===== src/gpr_pkg.sv =====
// Shared constants for the general-purpose I/O port pair block.
// Assumes an APB slave with 32-bit data; each register's byte address is four times its index.
package gpr_pkg;

    // Pin counts: one port is eight pins, the pair is sixteen.
    localparam int GPR_PORT_W = 8;
    localparam int GPR_PAIR_W = 16;

    // Register indices; the APB byte address is four times the index, odd indices reach the high byte.
    localparam logic [5:0] GPR_IDX_IN = 6'h00;
    localparam logic [5:0] GPR_IDX_OUT = 6'h02;
    localparam logic [5:0] GPR_IDX_DIR = 6'h04;
    localparam logic [5:0] GPR_IDX_REN = 6'h06;
    localparam logic [5:0] GPR_IDX_DS = 6'h08;
    localparam logic [5:0] GPR_IDX_SEL = 6'h0A;
    localparam logic [5:0] GPR_IDX_VEC1 = 6'h0E;
    localparam logic [5:0] GPR_IDX_IES = 6'h18;
    localparam logic [5:0] GPR_IDX_IE = 6'h1A;
    localparam logic [5:0] GPR_IDX_IFG = 6'h1C;
    localparam logic [5:0] GPR_IDX_VEC2 = 6'h1E;
    localparam logic [5:0] GPR_IDX_STAT = 6'h20;
    localparam logic [5:0] GPR_IDX_MASK = 6'h22;

    // Reset values.
    localparam logic [15:0] GPR_RST_PAIR = 16'h0000;
    localparam logic [7:0] GPR_RST_PORT = 8'h00;
    localparam logic [15:0] GPR_RST_VEC = 16'h0000;
    localparam logic [31:0] GPR_RST_RDATA = 32'h0000_0000;

    // Vector encoding: pin i of a port reads as GPR_VEC_STEP times (i + 1).
    localparam logic [4:0] GPR_VEC_STEP = 5'h02;

    // Only word-aligned byte addresses are mapped.
    localparam logic [1:0] GPR_ADDR_ALIGN = 2'h0;

endpackage


===== src/gpr_top.sv =====
// General-purpose I/O port pair: sixteen pins, APB register file, edge interrupts.
// Assumes an APB master on CLK_SYS and pin inputs already synchronous to CLK_SYS.
//
// Functional notes
// - First port vector: zero, else 2*index+2.
// - Second port vector uses the same encoding.
// - Edge select zero rising, one falling.
// - Enable one permits request; resets to zero.
// - Flags readable, writable, reset to zero.
// - Input register shows pin levels; writes ignored.
// - Output pin driven by its output bit.
// - Input pull: output bit picks up/down.
// - Direction zero input, one output; reset input.
// - Drive bit zero reduced drive; resets zero.
// - Drive bit one gives full drive.
// - Pair registers take word and byte access.
`timescale 1ns/10ps
module gpr_top (
    input wire logic CLK_SYS, // System clock, 25 MHz.
    input wire logic RST_B, // Asynchronous reset, active low.
    input wire logic PSEL, // APB select.
    input wire logic PENABLE, // APB enable.
    input wire logic PWRITE, // APB direction, high for write.
    input wire logic [7:0] PADDR, // APB byte address.
    input wire logic [31:0] PWDATA, // APB write data.
    input wire logic [3:0] PSTRB, // APB write byte strobes.
    output logic [31:0] PRDATA, // APB read data.
    output logic PREADY, // APB ready.
    output logic PSLVERR, // APB error for unmapped addresses.
    input wire logic [15:0] PIN_IN, // Pin levels.
    output logic [15:0] PIN_OUT, // Pin output levels.
    output logic [15:0] PIN_OE, // Pin output enables.
    output logic [15:0] PIN_PULL_EN, // Pull resistor connect.
    output logic [15:0] PIN_PULL_UP, // Pull direction, high for pullup.
    output logic [15:0] PIN_FULL_DRIVE, // Full drive strength.
    output logic [15:0] PIN_FUNC_SEL, // Function select.
    output logic [15:0] IRQ_REQ, // Per-pin interrupt requests.
    output logic IRQ // Summary interrupt, level.
);

    logic [15:0] pin_in_ff, pin_prev_ff, nxt_pin_in, nxt_pin_prev;
    logic [15:0] out_ff, dir_ff, ren_ff, ds_ff, sel_ff, ies_ff, ie_ff, stat_ff, mask_ff;
    logic [15:0] nxt_out, nxt_dir, nxt_ren, nxt_ds, nxt_sel, nxt_ies, nxt_ie, nxt_stat, nxt_mask;
    logic [15:0] stat_clr, flag_w, event_w, vec1_w, vec2_w, rd_word;
    logic [15:0] irq_req_ff, nxt_irq_req;
    logic irq_ff, nxt_irq;
    logic [31:0] prdata_ff, nxt_prdata;
    logic pready_ff, nxt_pready, pslverr_ff, nxt_pslverr;
    logic [5:0] idx, base;
    logic odd, setup, access, mapped, do_wr, wr_lo, wr_hi;
    logic [7:0] dat_lo, dat_hi;

    // Byte-lane merge for a sixteen-bit register hit by the current write.
    function automatic logic [15:0] merge(input logic [15:0] old, input logic hit, input logic lo,
                                          input logic hi, input logic [7:0] dl, input logic [7:0] dh);
        logic [15:0] v;
        v = old;
        if (hit && lo) begin
            v[7:0] = dl;
        end
        if (hit && hi) begin
            v[15:8] = dh;
        end
        return v;
    endfunction

    // Address decode. An odd index reaches the high byte through the low data lane.
    always_comb begin
        idx = PADDR[7:2];
        base = {idx[5:1], 1'b0};
        odd = idx[0];
        setup = PSEL & ~PENABLE;
        access = PSEL & PENABLE & pready_ff;
        case (base)
            gpr_pkg::GPR_IDX_IN, gpr_pkg::GPR_IDX_OUT, gpr_pkg::GPR_IDX_DIR, gpr_pkg::GPR_IDX_REN,
            gpr_pkg::GPR_IDX_DS, gpr_pkg::GPR_IDX_SEL, gpr_pkg::GPR_IDX_VEC1, gpr_pkg::GPR_IDX_IES,
            gpr_pkg::GPR_IDX_IE, gpr_pkg::GPR_IDX_IFG, gpr_pkg::GPR_IDX_VEC2, gpr_pkg::GPR_IDX_STAT,
            gpr_pkg::GPR_IDX_MASK: begin
                mapped = (PADDR[1:0] == gpr_pkg::GPR_ADDR_ALIGN);
            end
            default: begin
                mapped = 1'b0;
            end
        endcase
        do_wr = access & PWRITE & mapped;
        wr_lo = do_wr & ~odd & PSTRB[0];
        wr_hi = do_wr & (odd ? PSTRB[0] : PSTRB[1]);
        dat_lo = PWDATA[7:0];
        dat_hi = odd ? PWDATA[7:0] : PWDATA[15:8];
    end

    // Configuration register next values. Writes to the input and vector registers fall on nothing.
    always_comb begin
        nxt_out = merge(out_ff, base == gpr_pkg::GPR_IDX_OUT, wr_lo, wr_hi, dat_lo, dat_hi);
        nxt_dir = merge(dir_ff, base == gpr_pkg::GPR_IDX_DIR, wr_lo, wr_hi, dat_lo, dat_hi);
        nxt_ren = merge(ren_ff, base == gpr_pkg::GPR_IDX_REN, wr_lo, wr_hi, dat_lo, dat_hi);
        nxt_ds = merge(ds_ff, base == gpr_pkg::GPR_IDX_DS, wr_lo, wr_hi, dat_lo, dat_hi);
        nxt_sel = merge(sel_ff, base == gpr_pkg::GPR_IDX_SEL, wr_lo, wr_hi, dat_lo, dat_hi);
        nxt_ies = merge(ies_ff, base == gpr_pkg::GPR_IDX_IES, wr_lo, wr_hi, dat_lo, dat_hi);
        nxt_ie = merge(ie_ff, base == gpr_pkg::GPR_IDX_IE, wr_lo, wr_hi, dat_lo, dat_hi);
        nxt_mask = merge(mask_ff, base == gpr_pkg::GPR_IDX_MASK, wr_lo, wr_hi, dat_lo, dat_hi);
        // Status is write-one-to-clear; a new edge in the same cycle keeps its bit set.
        stat_clr = merge(gpr_pkg::GPR_RST_PAIR, base == gpr_pkg::GPR_IDX_STAT, wr_lo, wr_hi, dat_lo, dat_hi);
        nxt_stat = (stat_ff & ~stat_clr) | event_w;
    end

    // Configuration registers; all come out of reset at zero, so every pin starts as an input.
    always_ff @(posedge CLK_SYS or negedge RST_B) begin
        if (!RST_B) begin
            out_ff <= gpr_pkg::GPR_RST_PAIR;
            dir_ff <= gpr_pkg::GPR_RST_PAIR;
            ren_ff <= gpr_pkg::GPR_RST_PAIR;
            ds_ff <= gpr_pkg::GPR_RST_PAIR;
            sel_ff <= gpr_pkg::GPR_RST_PAIR;
            ies_ff <= gpr_pkg::GPR_RST_PAIR;
            ie_ff <= gpr_pkg::GPR_RST_PAIR;
            stat_ff <= gpr_pkg::GPR_RST_PAIR;
            mask_ff <= gpr_pkg::GPR_RST_PAIR;
        end else begin
            out_ff <= nxt_out;
            dir_ff <= nxt_dir;
            ren_ff <= nxt_ren;
            ds_ff <= nxt_ds;
            sel_ff <= nxt_sel;
            ies_ff <= nxt_ies;
            ie_ff <= nxt_ie;
            stat_ff <= nxt_stat;
            mask_ff <= nxt_mask;
        end
    end

    // Port one sits in the low byte of the pair, port two in the high byte.
    gpr_port_irq u_port1 (
        .clk_sys(CLK_SYS),
        .rst_b(RST_B),
        .pin_now(pin_in_ff[7:0]),
        .pin_prev(pin_prev_ff[7:0]),
        .edge_sel(ies_ff[7:0]),
        .flag_wr(wr_lo && base == gpr_pkg::GPR_IDX_IFG),
        .flag_wdata(dat_lo),
        .flag_ff(flag_w[7:0]),
        .pin_event(event_w[7:0]),
        .vector_ff(vec1_w)
    );

    gpr_port_irq u_port2 (
        .clk_sys(CLK_SYS),
        .rst_b(RST_B),
        .pin_now(pin_in_ff[15:8]),
        .pin_prev(pin_prev_ff[15:8]),
        .edge_sel(ies_ff[15:8]),
        .flag_wr(wr_hi && base == gpr_pkg::GPR_IDX_IFG),
        .flag_wdata(dat_hi),
        .flag_ff(flag_w[15:8]),
        .pin_event(event_w[15:8]),
        .vector_ff(vec2_w)
    );

    gpr_pad_ctl u_pad (
        .clk_sys(CLK_SYS),
        .rst_b(RST_B),
        .out_val(out_ff),
        .dir(dir_ff),
        .pull_en(ren_ff),
        .drive(ds_ff),
        .func_sel(sel_ff),
        .pin_out_ff(PIN_OUT),
        .pin_oe_ff(PIN_OE),
        .pull_en_ff(PIN_PULL_EN),
        .pull_up_ff(PIN_PULL_UP),
        .full_drive_ff(PIN_FULL_DRIVE),
        .func_sel_ff(PIN_FUNC_SEL)
    );

    // Read mux; data is captured in the setup cycle so the answer leaves a flip-flop.
    always_comb begin
        case (base)
            gpr_pkg::GPR_IDX_IN: rd_word = pin_in_ff;
            gpr_pkg::GPR_IDX_OUT: rd_word = out_ff;
            gpr_pkg::GPR_IDX_DIR: rd_word = dir_ff;
            gpr_pkg::GPR_IDX_REN: rd_word = ren_ff;
            gpr_pkg::GPR_IDX_DS: rd_word = ds_ff;
            gpr_pkg::GPR_IDX_SEL: rd_word = sel_ff;
            gpr_pkg::GPR_IDX_VEC1: rd_word = vec1_w;
            gpr_pkg::GPR_IDX_IES: rd_word = ies_ff;
            gpr_pkg::GPR_IDX_IE: rd_word = ie_ff;
            gpr_pkg::GPR_IDX_IFG: rd_word = flag_w;
            gpr_pkg::GPR_IDX_VEC2: rd_word = vec2_w;
            gpr_pkg::GPR_IDX_STAT: rd_word = stat_ff;
            gpr_pkg::GPR_IDX_MASK: rd_word = mask_ff;
            default: rd_word = gpr_pkg::GPR_RST_PAIR;
        endcase
        nxt_prdata = gpr_pkg::GPR_RST_RDATA;
        if (setup && !PWRITE && mapped) begin
            nxt_prdata = odd ? {24'h00_0000, rd_word[15:8]} : {16'h0000, rd_word};
        end
        nxt_pready = setup;
        nxt_pslverr = setup & ~mapped;
    end

    // Bus answer registers: every transfer completes in its first access cycle.
    always_ff @(posedge CLK_SYS or negedge RST_B) begin
        if (!RST_B) begin
            prdata_ff <= gpr_pkg::GPR_RST_RDATA;
            pready_ff <= 1'b0;
            pslverr_ff <= 1'b0;
        end else begin
            prdata_ff <= nxt_prdata;
            pready_ff <= nxt_pready;
            pslverr_ff <= nxt_pslverr;
        end
    end

    // Pin sampling and interrupt outputs. Inputs are already synchronous, so one stage suffices.
    always_comb begin
        nxt_pin_in = PIN_IN;
        nxt_pin_prev = pin_in_ff;
        nxt_irq_req = flag_w & ie_ff;
        nxt_irq = |(stat_ff & mask_ff);
    end

    // Pin sample and interrupt registers.
    always_ff @(posedge CLK_SYS or negedge RST_B) begin
        if (!RST_B) begin
            pin_in_ff <= gpr_pkg::GPR_RST_PAIR;
            pin_prev_ff <= gpr_pkg::GPR_RST_PAIR;
            irq_req_ff <= gpr_pkg::GPR_RST_PAIR;
            irq_ff <= 1'b0;
        end else begin
            pin_in_ff <= nxt_pin_in;
            pin_prev_ff <= nxt_pin_prev;
            irq_req_ff <= nxt_irq_req;
            irq_ff <= nxt_irq;
        end
    end

    assign PRDATA = prdata_ff;
    assign PREADY = pready_ff;
    assign PSLVERR = pslverr_ff;
    assign IRQ_REQ = irq_req_ff;
    assign IRQ = irq_ff;

    property p_in_read;
        @(posedge CLK_SYS) disable iff (!RST_B)
            (setup && !PWRITE && PADDR == 8'h00) |=> (PRDATA == {16'h0000, $past(pin_in_ff)});
    endproperty
    a_in_read: assert property (p_in_read) else $error("Input read does not show pin levels.");

    property p_in_write;
        @(posedge CLK_SYS) disable iff (!RST_B)
            (access && PWRITE && PADDR == 8'h00) |=> (pin_in_ff == $past(PIN_IN) && out_ff == $past(out_ff));
    endproperty
    a_in_write: assert property (p_in_write) else $error("Input register changed by a write.");

    property p_ie_block;
        @(posedge CLK_SYS) disable iff (!RST_B) !ie_ff[0] |=> !IRQ_REQ[0];
    endproperty
    a_ie_block: assert property (p_ie_block) else $error("Disabled pin raised a request.");

    property p_req;
        @(posedge CLK_SYS) disable iff (!RST_B) (flag_w[8] && ie_ff[8]) |=> IRQ_REQ[8];
    endproperty
    a_req: assert property (p_req) else $error("Enabled flag raised no request.");

    property p_byte_hi;
        @(posedge CLK_SYS) disable iff (!RST_B)
            (access && PWRITE && PADDR == 8'h0C && PSTRB[0]) |=> (out_ff[15:8] == $past(PWDATA[7:0]));
    endproperty
    a_byte_hi: assert property (p_byte_hi) else $error("High byte write missed.");

    property p_word;
        @(posedge CLK_SYS) disable iff (!RST_B)
            (access && PWRITE && PADDR == 8'h10 && PSTRB[1:0] == 2'h3) |=> ##1 (PIN_OE == $past(PWDATA[15:0], 2));
    endproperty
    a_word: assert property (p_word) else $error("Word write did not reach the pin enables.");

    property p_full;
        @(posedge CLK_SYS) disable iff (!RST_B) ds_ff[5] |=> PIN_FULL_DRIVE[5];
    endproperty
    a_full: assert property (p_full) else $error("Full drive not selected.");

    // Ready must drop after one cycle; a held ready would let the master complete a phantom access.
    property p_ready_pulse;
        @(posedge CLK_SYS) disable iff (!RST_B) PREADY |=> !PREADY;
    endproperty
    a_ready_pulse: assert property (p_ready_pulse) else $error("Ready held for more than one cycle.");

    property p_err_zero;
        @(posedge CLK_SYS) disable iff (!RST_B) PSLVERR |-> (PREADY && PRDATA == 32'h0000_0000);
    endproperty
    a_err_zero: assert property (p_err_zero) else $error("Error answer without ready or with data.");

    property p_stat_set;
        @(posedge CLK_SYS) disable iff (!RST_B) event_w[8] |=> stat_ff[8];
    endproperty
    a_stat_set: assert property (p_stat_set) else $error("Selected edge did not set its status bit.");

    property p_irq_level;
        @(posedge CLK_SYS) disable iff (!RST_B) (stat_ff[0] && mask_ff[0]) |=> IRQ;
    endproperty
    a_irq_level: assert property (p_irq_level) else $error("Unmasked status bit raised no interrupt.");

    c_irq: cover property (@(posedge CLK_SYS) disable iff (!RST_B) IRQ);
    c_err: cover property (@(posedge CLK_SYS) disable iff (!RST_B) PSLVERR && PREADY);
    c_vec2: cover property (@(posedge CLK_SYS) disable iff (!RST_B) access && !PWRITE && PADDR == 8'h78);

endmodule


===== src/gpr_port_irq.sv =====
// Edge detection, interrupt flags and priority vector for one eight-pin port.
// Assumes pin_now and pin_prev are consecutive registered samples of the pins.
`timescale 1ns/10ps
module gpr_port_irq (
    input wire logic clk_sys, // System clock.
    input wire logic rst_b, // Asynchronous reset, active low.
    input wire logic [gpr_pkg::GPR_PORT_W-1:0] pin_now, // Current pin sample.
    input wire logic [gpr_pkg::GPR_PORT_W-1:0] pin_prev, // Previous pin sample.
    input wire logic [gpr_pkg::GPR_PORT_W-1:0] edge_sel, // Zero rising, one falling.
    input wire logic flag_wr, // Software write strobe for the flags.
    input wire logic [gpr_pkg::GPR_PORT_W-1:0] flag_wdata, // Software write data.
    output logic [gpr_pkg::GPR_PORT_W-1:0] flag_ff, // Pending flags.
    output logic [gpr_pkg::GPR_PORT_W-1:0] pin_event, // Selected edge seen this cycle.
    output logic [15:0] vector_ff // Priority vector of the pending flags.
);

    logic [gpr_pkg::GPR_PORT_W-1:0] nxt_flag;
    logic [15:0] nxt_vector;

    // Lowest pending index wins, so the loop runs downward and the last hit stands.
    function automatic logic [15:0] encode(input logic [gpr_pkg::GPR_PORT_W-1:0] f);
        logic [15:0] v;
        v = gpr_pkg::GPR_RST_VEC;
        for (int i = gpr_pkg::GPR_PORT_W - 1; i >= 0; i--) begin
            if (f[i]) begin
                v = 16'(gpr_pkg::GPR_VEC_STEP * (i + 1));
            end
        end
        return v;
    endfunction

    // An edge landing in the same cycle as a software write still sets its flag.
    always_comb begin
        pin_event = (~edge_sel & pin_now & ~pin_prev) | (edge_sel & ~pin_now & pin_prev);
        nxt_flag = (flag_wr ? flag_wdata : flag_ff) | pin_event;
        nxt_vector = encode(flag_ff);
    end

    // Flags and vector registers.
    always_ff @(posedge clk_sys or negedge rst_b) begin
        if (!rst_b) begin
            flag_ff <= gpr_pkg::GPR_RST_PORT;
            vector_ff <= gpr_pkg::GPR_RST_VEC;
        end else begin
            flag_ff <= nxt_flag;
            vector_ff <= nxt_vector;
        end
    end

    property p_vec_none;
        @(posedge clk_sys) disable iff (!rst_b) (flag_ff == 8'h00) |=> (vector_ff == 16'h0000);
    endproperty
    a_vec_none: assert property (p_vec_none) else $error("Vector not zero with no flag pending.");

    property p_vec_prio;
        @(posedge clk_sys) disable iff (!rst_b) flag_ff[0] |=> (vector_ff == 16'h0002);
    endproperty
    a_vec_prio: assert property (p_vec_prio) else $error("Bit zero did not win the vector.");

    property p_vec_low;
        @(posedge clk_sys) disable iff (!rst_b) (flag_ff == 8'h80) |=> (vector_ff == 16'h0010);
    endproperty
    a_vec_low: assert property (p_vec_low) else $error("Bit seven vector is wrong.");

    property p_rise;
        @(posedge clk_sys) disable iff (!rst_b) (!edge_sel[0] && pin_now[0] && !pin_prev[0]) |=> flag_ff[0];
    endproperty
    a_rise: assert property (p_rise) else $error("Rising edge did not set the flag.");

    property p_fall;
        @(posedge clk_sys) disable iff (!rst_b) (edge_sel[7] && !pin_now[7] && pin_prev[7]) |=> flag_ff[7];
    endproperty
    a_fall: assert property (p_fall) else $error("Falling edge did not set the flag.");

    property p_set_wins;
        @(posedge clk_sys) disable iff (!rst_b) (flag_wr && !flag_wdata[3] && pin_event[3]) |=> flag_ff[3];
    endproperty
    a_set_wins: assert property (p_set_wins) else $error("Edge lost against a flag clear.");

    c_vec_mid: cover property (@(posedge clk_sys) disable iff (!rst_b) vector_ff == 16'h0008);

endmodule


===== src/gpr_pad_ctl.sv =====
// Registered pad controls derived from the pin configuration registers.
// Assumes the pad cell resolves output, enable, pull and drive strength itself.
`timescale 1ns/10ps
module gpr_pad_ctl (
    input wire logic clk_sys, // System clock.
    input wire logic rst_b, // Asynchronous reset, active low.
    input wire logic [15:0] out_val, // Output level or pull direction.
    input wire logic [15:0] dir, // Zero input, one output.
    input wire logic [15:0] pull_en, // Pull resistor enable.
    input wire logic [15:0] drive, // Zero reduced, one full drive.
    input wire logic [15:0] func_sel, // Function select.
    output logic [15:0] pin_out_ff, // Pad output level.
    output logic [15:0] pin_oe_ff, // Pad output enable, high while driving.
    output logic [15:0] pull_en_ff, // Pull resistor connected.
    output logic [15:0] pull_up_ff, // Pull toward high when connected.
    output logic [15:0] full_drive_ff, // Full output drive.
    output logic [15:0] func_sel_ff // Function select to the pad mux.
);

    logic [15:0] nxt_out, nxt_oe, nxt_pen, nxt_pup, nxt_full;

    // Pulls only act on inputs; a driven pin never fights its own resistor.
    always_comb begin
        nxt_oe = dir;
        nxt_out = out_val;
        nxt_pen = pull_en & ~dir;
        nxt_pup = pull_en & ~dir & out_val;
        nxt_full = drive;
    end

    // Pad control registers.
    always_ff @(posedge clk_sys or negedge rst_b) begin
        if (!rst_b) begin
            pin_out_ff <= gpr_pkg::GPR_RST_PAIR;
            pin_oe_ff <= gpr_pkg::GPR_RST_PAIR;
            pull_en_ff <= gpr_pkg::GPR_RST_PAIR;
            pull_up_ff <= gpr_pkg::GPR_RST_PAIR;
            full_drive_ff <= gpr_pkg::GPR_RST_PAIR;
            func_sel_ff <= gpr_pkg::GPR_RST_PAIR;
        end else begin
            pin_out_ff <= nxt_out;
            pin_oe_ff <= nxt_oe;
            pull_en_ff <= nxt_pen;
            pull_up_ff <= nxt_pup;
            full_drive_ff <= nxt_full;
            func_sel_ff <= func_sel;
        end
    end

    property p_drive_out;
        @(posedge clk_sys) disable iff (!rst_b) (dir[0] && out_val[0]) |=> (pin_oe_ff[0] && pin_out_ff[0]);
    endproperty
    a_drive_out: assert property (p_drive_out) else $error("Output pin not driven high.");

    property p_pull_down;
        @(posedge clk_sys) disable iff (!rst_b) (!dir[1] && pull_en[1] && !out_val[1]) |=> (pull_en_ff[1] && !pull_up_ff[1]);
    endproperty
    a_pull_down: assert property (p_pull_down) else $error("Pulldown not selected.");

    property p_no_pull;
        @(posedge clk_sys) disable iff (!rst_b) (!pull_en[2] || dir[2]) |=> !pull_en_ff[2];
    endproperty
    a_no_pull: assert property (p_no_pull) else $error("Pull resistor connected wrongly.");

    property p_input;
        @(posedge clk_sys) disable iff (!rst_b) !dir[4] |=> !pin_oe_ff[4];
    endproperty
    a_input: assert property (p_input) else $error("Input pin is being driven.");

    property p_drive;
        @(posedge clk_sys) disable iff (!rst_b) ##1 (full_drive_ff[3] == $past(drive[3]));
    endproperty
    a_drive: assert property (p_drive) else $error("Drive strength does not follow its bit.");

endmodule


===== config.mk =====
export PLATFORM = sky130hd
export DESIGN_NAME = gpr_top
export DESIGN_NICKNAME = d
export VERILOG_FILES = /design/src/gpr_pkg.sv /design/src/gpr_top.sv /design/src/gpr_port_irq.sv /design/src/gpr_pad_ctl.sv
export SDC_FILE = /design/constraint.sdc
export NUM_CORES = 1
export LEC_CHECK = 0
export BUFFER_PORTS_ARGS = -buffer_cell sky130_fd_sc_hd__buf_2
export CAP_MARGIN = 20
export CELL_PAD_IN_SITES_DETAIL_PLACEMENT = 0
export CELL_PAD_IN_SITES_GLOBAL_PLACEMENT = 1
export CORE_ASPECT_RATIO = 0.5
export CORE_MARGIN = 4
export CORE_UTILIZATION = 45
export DETAILED_ROUTE_END_ITERATION = 7
export GPL_TIMING_DRIVEN = 0
export PLACE_DENSITY_LB_ADDON = 0.1
export SLEW_MARGIN = 20
export SYNTH_ARGS = -nofsm -noshare
export SYNTH_HDL_FRONTEND = slang
export SYNTH_HIERARCHICAL = 1
export SYNTH_SLANG_ARGS = --single-unit
export TNS_END_PERCENT = 20

===== constraint.sdc =====
create_clock -name CLK_SYS -period 2.1 [get_ports CLK_SYS]
set_clock_uncertainty 0.2 [all_clocks]
set_input_delay 0.42 -clock CLK_SYS [delete_from_list [all_inputs] [get_ports CLK_SYS]]
set_output_delay 0.42 -clock CLK_SYS [all_outputs]
set_load 0.03 [all_outputs]

==> impl_metrics.toml <==
[run_status]
status = "complete, but fails checks"
violations = "hold timing, setup timing"

[worst_setup_path]
max_stage_delay_ps = 640
cp_data_arrival_time_ps = 2480
critical_path_class = "input port to flop"
critPathCaptureType = "flop"
cp_top_family = "simple AND/OR/NAND/NOR gates"
path_buf_inv = 2
start_kind = "input port"
required_ps = 2370
slowest_stage = "nor3_1"
crit_path_max_fanout = 8
crit_chain = "buf_2, or3_1, buf_2, nor3_1, a22o_1, a221oi_1, and4b_1, o22ai_1"
cp_common_cell = "buf_2"

[drt]
first_pass_iters = 6
num_vias = 10100
routedWlPerCell_um = 24.1
drt_iter0_drc = 891
via_per_inst = 5.66
drc = 0
postRouteAntennaNets = 0
wl_mm = 43.2

[synthesis]
synth_cell_types = 61
seq_area_frac_synth_pct = 61.4
synth_area_um2 = 13500
yosys_register_bits = 331
synthSimpleGateAreaFrac_pct = 13.5
synth_adder_area_share_pct = 0
synth_cells = 1091
async_reset_ff_share_pct = 100
synth_xor_xnor_area_share_pct = 0
synth-compound-area-share_pct = 10.9
synth.avg_cell_area_um2 = 12.4
yosysWarningCount = 6
synth_top_family_by_area = "simple AND/OR/NAND/NOR gates"
synth_edf_count = 0
ys.flop_type = "dfrtp_1"
muxShareOfSynthArea_pct = 9.61

[finish]
final_nets = 1438
area_growth_syn_to_layout_pct = 24.0
fin_cells = 1787
num_antenna_cells = 0
fin_util_pct = 57.2
drive_gt1_share_pct = 32.3
fillers = 2516
stdcell_area_um2 = 16700

[sta]
tightest_slew_ps = 1000
period_share_pct = 105
rsz0062_at_grt = "yes"
layout_setup_ws_ps = -113
hold_slack_ps = -363
relSlewSlack_pct = 31.8
min_period_ps = 2210
finalMaxSlewViolations = 0
timing.final.hold_violations = 79
setup_viol = 14
max_freq_mhz = 452

[power_and_ir_drop]
peakVddDrop_mv = 0.640
p_sw_mw = 3.05
power_density_nw_per_um2 = 773
p_seq_share_pct = 49.9
p_total_mw = 12.9
swShare_pct = 23.6
power_frac_comb_pct = 6.4
pwr-share-clk_pct = 43.7
p_leak_nw = 8.21
p_int_mw = 9.88

[grt]
antenna_found_initial = 0
grt_pass1_vias = 9879
grt_max_degree = 82
grt_usage_pct = 26.1
grt_pass1_wl_mm = 63.8
globalRouteOverflowTotal = 0

[clock_tree]
clock_path_buffers = 3
htreeDepth = 1
insertion_delay_ps = 570
cts_tree = "built"
hold_buffers = 26
root_buffer = "clkbuf_16"
clk_pin_slew_ps = 70
clock-sinks = 331
cts_inserted_buffers = 29

[place]
placed_cells = 1701
portBuffers = 177
place_area_um2 = 15200
hpwlAfterDp_mm = 31.6
place_congestion = 0.993

[floorplan]
fp.dieH_um = 130
ios = 212
die_w_um = 253
rows = 44
core_area_um2 = 29200
dieArea_um2 = 33000
start_util_pct = 46.1

[worst_hold_path]
holdCritPathClass = "input port to async pin"

[job]
maxCapViolCount = 0
-- path summary, 6_finish.rpt --
kind | slack [ps] | cells after the start | endpoint | startpoint
max | -110 | 8 | PRDATA[5] | PADDR[3]
min | -360 | 1 | u_pad/func_sel_ff[4] | RST_B
max reg2reg | -40 | 6 | PRDATA[1] | u_port2/flag_ff[1]
min reg2reg | 200 | 0 | u_pad/func_sel_ff[3] | sel_ff[3]
max in group asynchronous | 610 | 4 | u_pad/pin_out_ff[12] | RST_B
min in group CLK_SYS | 60 | 5 | PSLVERR | PADDR[0]
-- stage by stage --
stage               setup TNS, ps  worst slack, ps  hold slack [ps]
finish                       -312             -113             -363
global route                 -608            -80.9             -318
CTS                         -2330             -187             -348
detailed placement        -105690            -1050              182
global placement         -1945560            -5610              178
floorplan                   -1290            -86.9            -75.6
-- final cells by class --
| type | count | area, um2 | share of cell area [%] |
|---|---|---|---|
| clock inverter | 16 | 198 | 1.18 |
| multi-input combinational | 698 | 4980 | 29.8 |
| tap | 391 | 489 | 2.93 |
| sequential | 331 | 8290 | 49.5 |
| clock buffer | 38 | 800 | 4.78 |
| buffer | 84 | 582 | 3.48 |
| inverter | 15 | 56.3 | 0.337 |
| timing repair buffer | 214 | 1340 | 7.98 |
-- cell usage in the layout (no fill, tap or decap), drive strengths merged, types with 3 or more instances in the layout --
cell type | synthesis | routed
nor4 | 6 | 6
clkinvlp | 0 | 4
mux4 | 3 | 3
o221ai | 4 | 4
conb | 3 | 40
and2 | 17 | 17
nand2 | 112 | 112
inv | 15 | 16
a211o | 16 | 16
nand3 | 25 | 25
nand2b | 28 | 28
dfrtp | 331 | 331
a21oi | 12 | 12
clkinv | 0 | 7
and3 | 8 | 8
a21o | 8 | 8
o22ai | 31 | 31
dlygate4sd3 | 0 | 26
a22oi | 34 | 34
and3b | 17 | 17
mux2 | 70 | 70
nor3 | 9 | 9
o21ai | 79 | 79
nand4 | 4 | 4
a22o | 8 | 8
a221oi | 7 | 7
bufinv | 0 | 4
buf | 71 | 258
and4b | 4 | 4
clkbuf | 13 | 51
a2111oi | 5 | 5
nor2 | 50 | 50
mux2i | 41 | 41
nor2b | 33 | 33
-- kinds of logic (layout without fill, tap and decap cells) --
group / Yosys count / after routing
simple gates: 324 / 324
buf+inv: 99 / 367
other cells: 3 / 40
mux: 114 / 114
compound gates: 220 / 220
flops: 331 / 331
-- Yosys cell counts (8+ instances only) --
cell	n	area (um2)
o21ai_1	11	55.1
and3b_1	17	149
o21ai_0	68	340
a22oi_1	34	255
a22o_1	8	70.1
nand3_1	14	70.1
buf_4	44	330
nand2_1	112	420
nand3_4	8	140
nor2_1	43	161
and2_1	17	106
nor2b_1	33	206
nand2b_1	28	175
mux2_2	61	687
and3_1	8	50.1
mux2i_1	41	410
a21oi_1	12	60.1
clkbuf_1	13	48.8
inv_1	15	56.3
dfrtp_1	331	8280
mux2_4	8	120
a21o_1	8	60.1
a211o_2	12	120
buf_2	22	110
o22ai_1	31	194
-- layer usage --
metal  GRT usage [%]  share of wire, %
met1            38.9                45
met2            39.9                44
met3            5.50               9.0
met4            5.99               2.3
met5               0                 0
-- repair_timing --
| action | 4_1_cts | 5_1_grt |
|---|---|---|
| pin swaps | 3 | 5 |
| setup endpoints to repair | 77 | 78 |
| resized for setup | 40 | 15 |
| hold endpoints to repair | 105 | 79 |
| setup buffers | 2 | 4 |
-- power by group through the flow --
stage / sequential [mW] / combinational, mW / clock, mW
finish: 6.45 / 0.832 / 5.64
global route: 6.45 / 0.895 / 5.99
CTS: 6.45 / 0.813 / 5.75
detailed placement: 6.57 / 0.749 / 0
global placement: 6.57 / 0.698 / 0
floorplan: 6.57 / 0.348 / 0
Note: power is estimated with default switching activity, not from simulation.
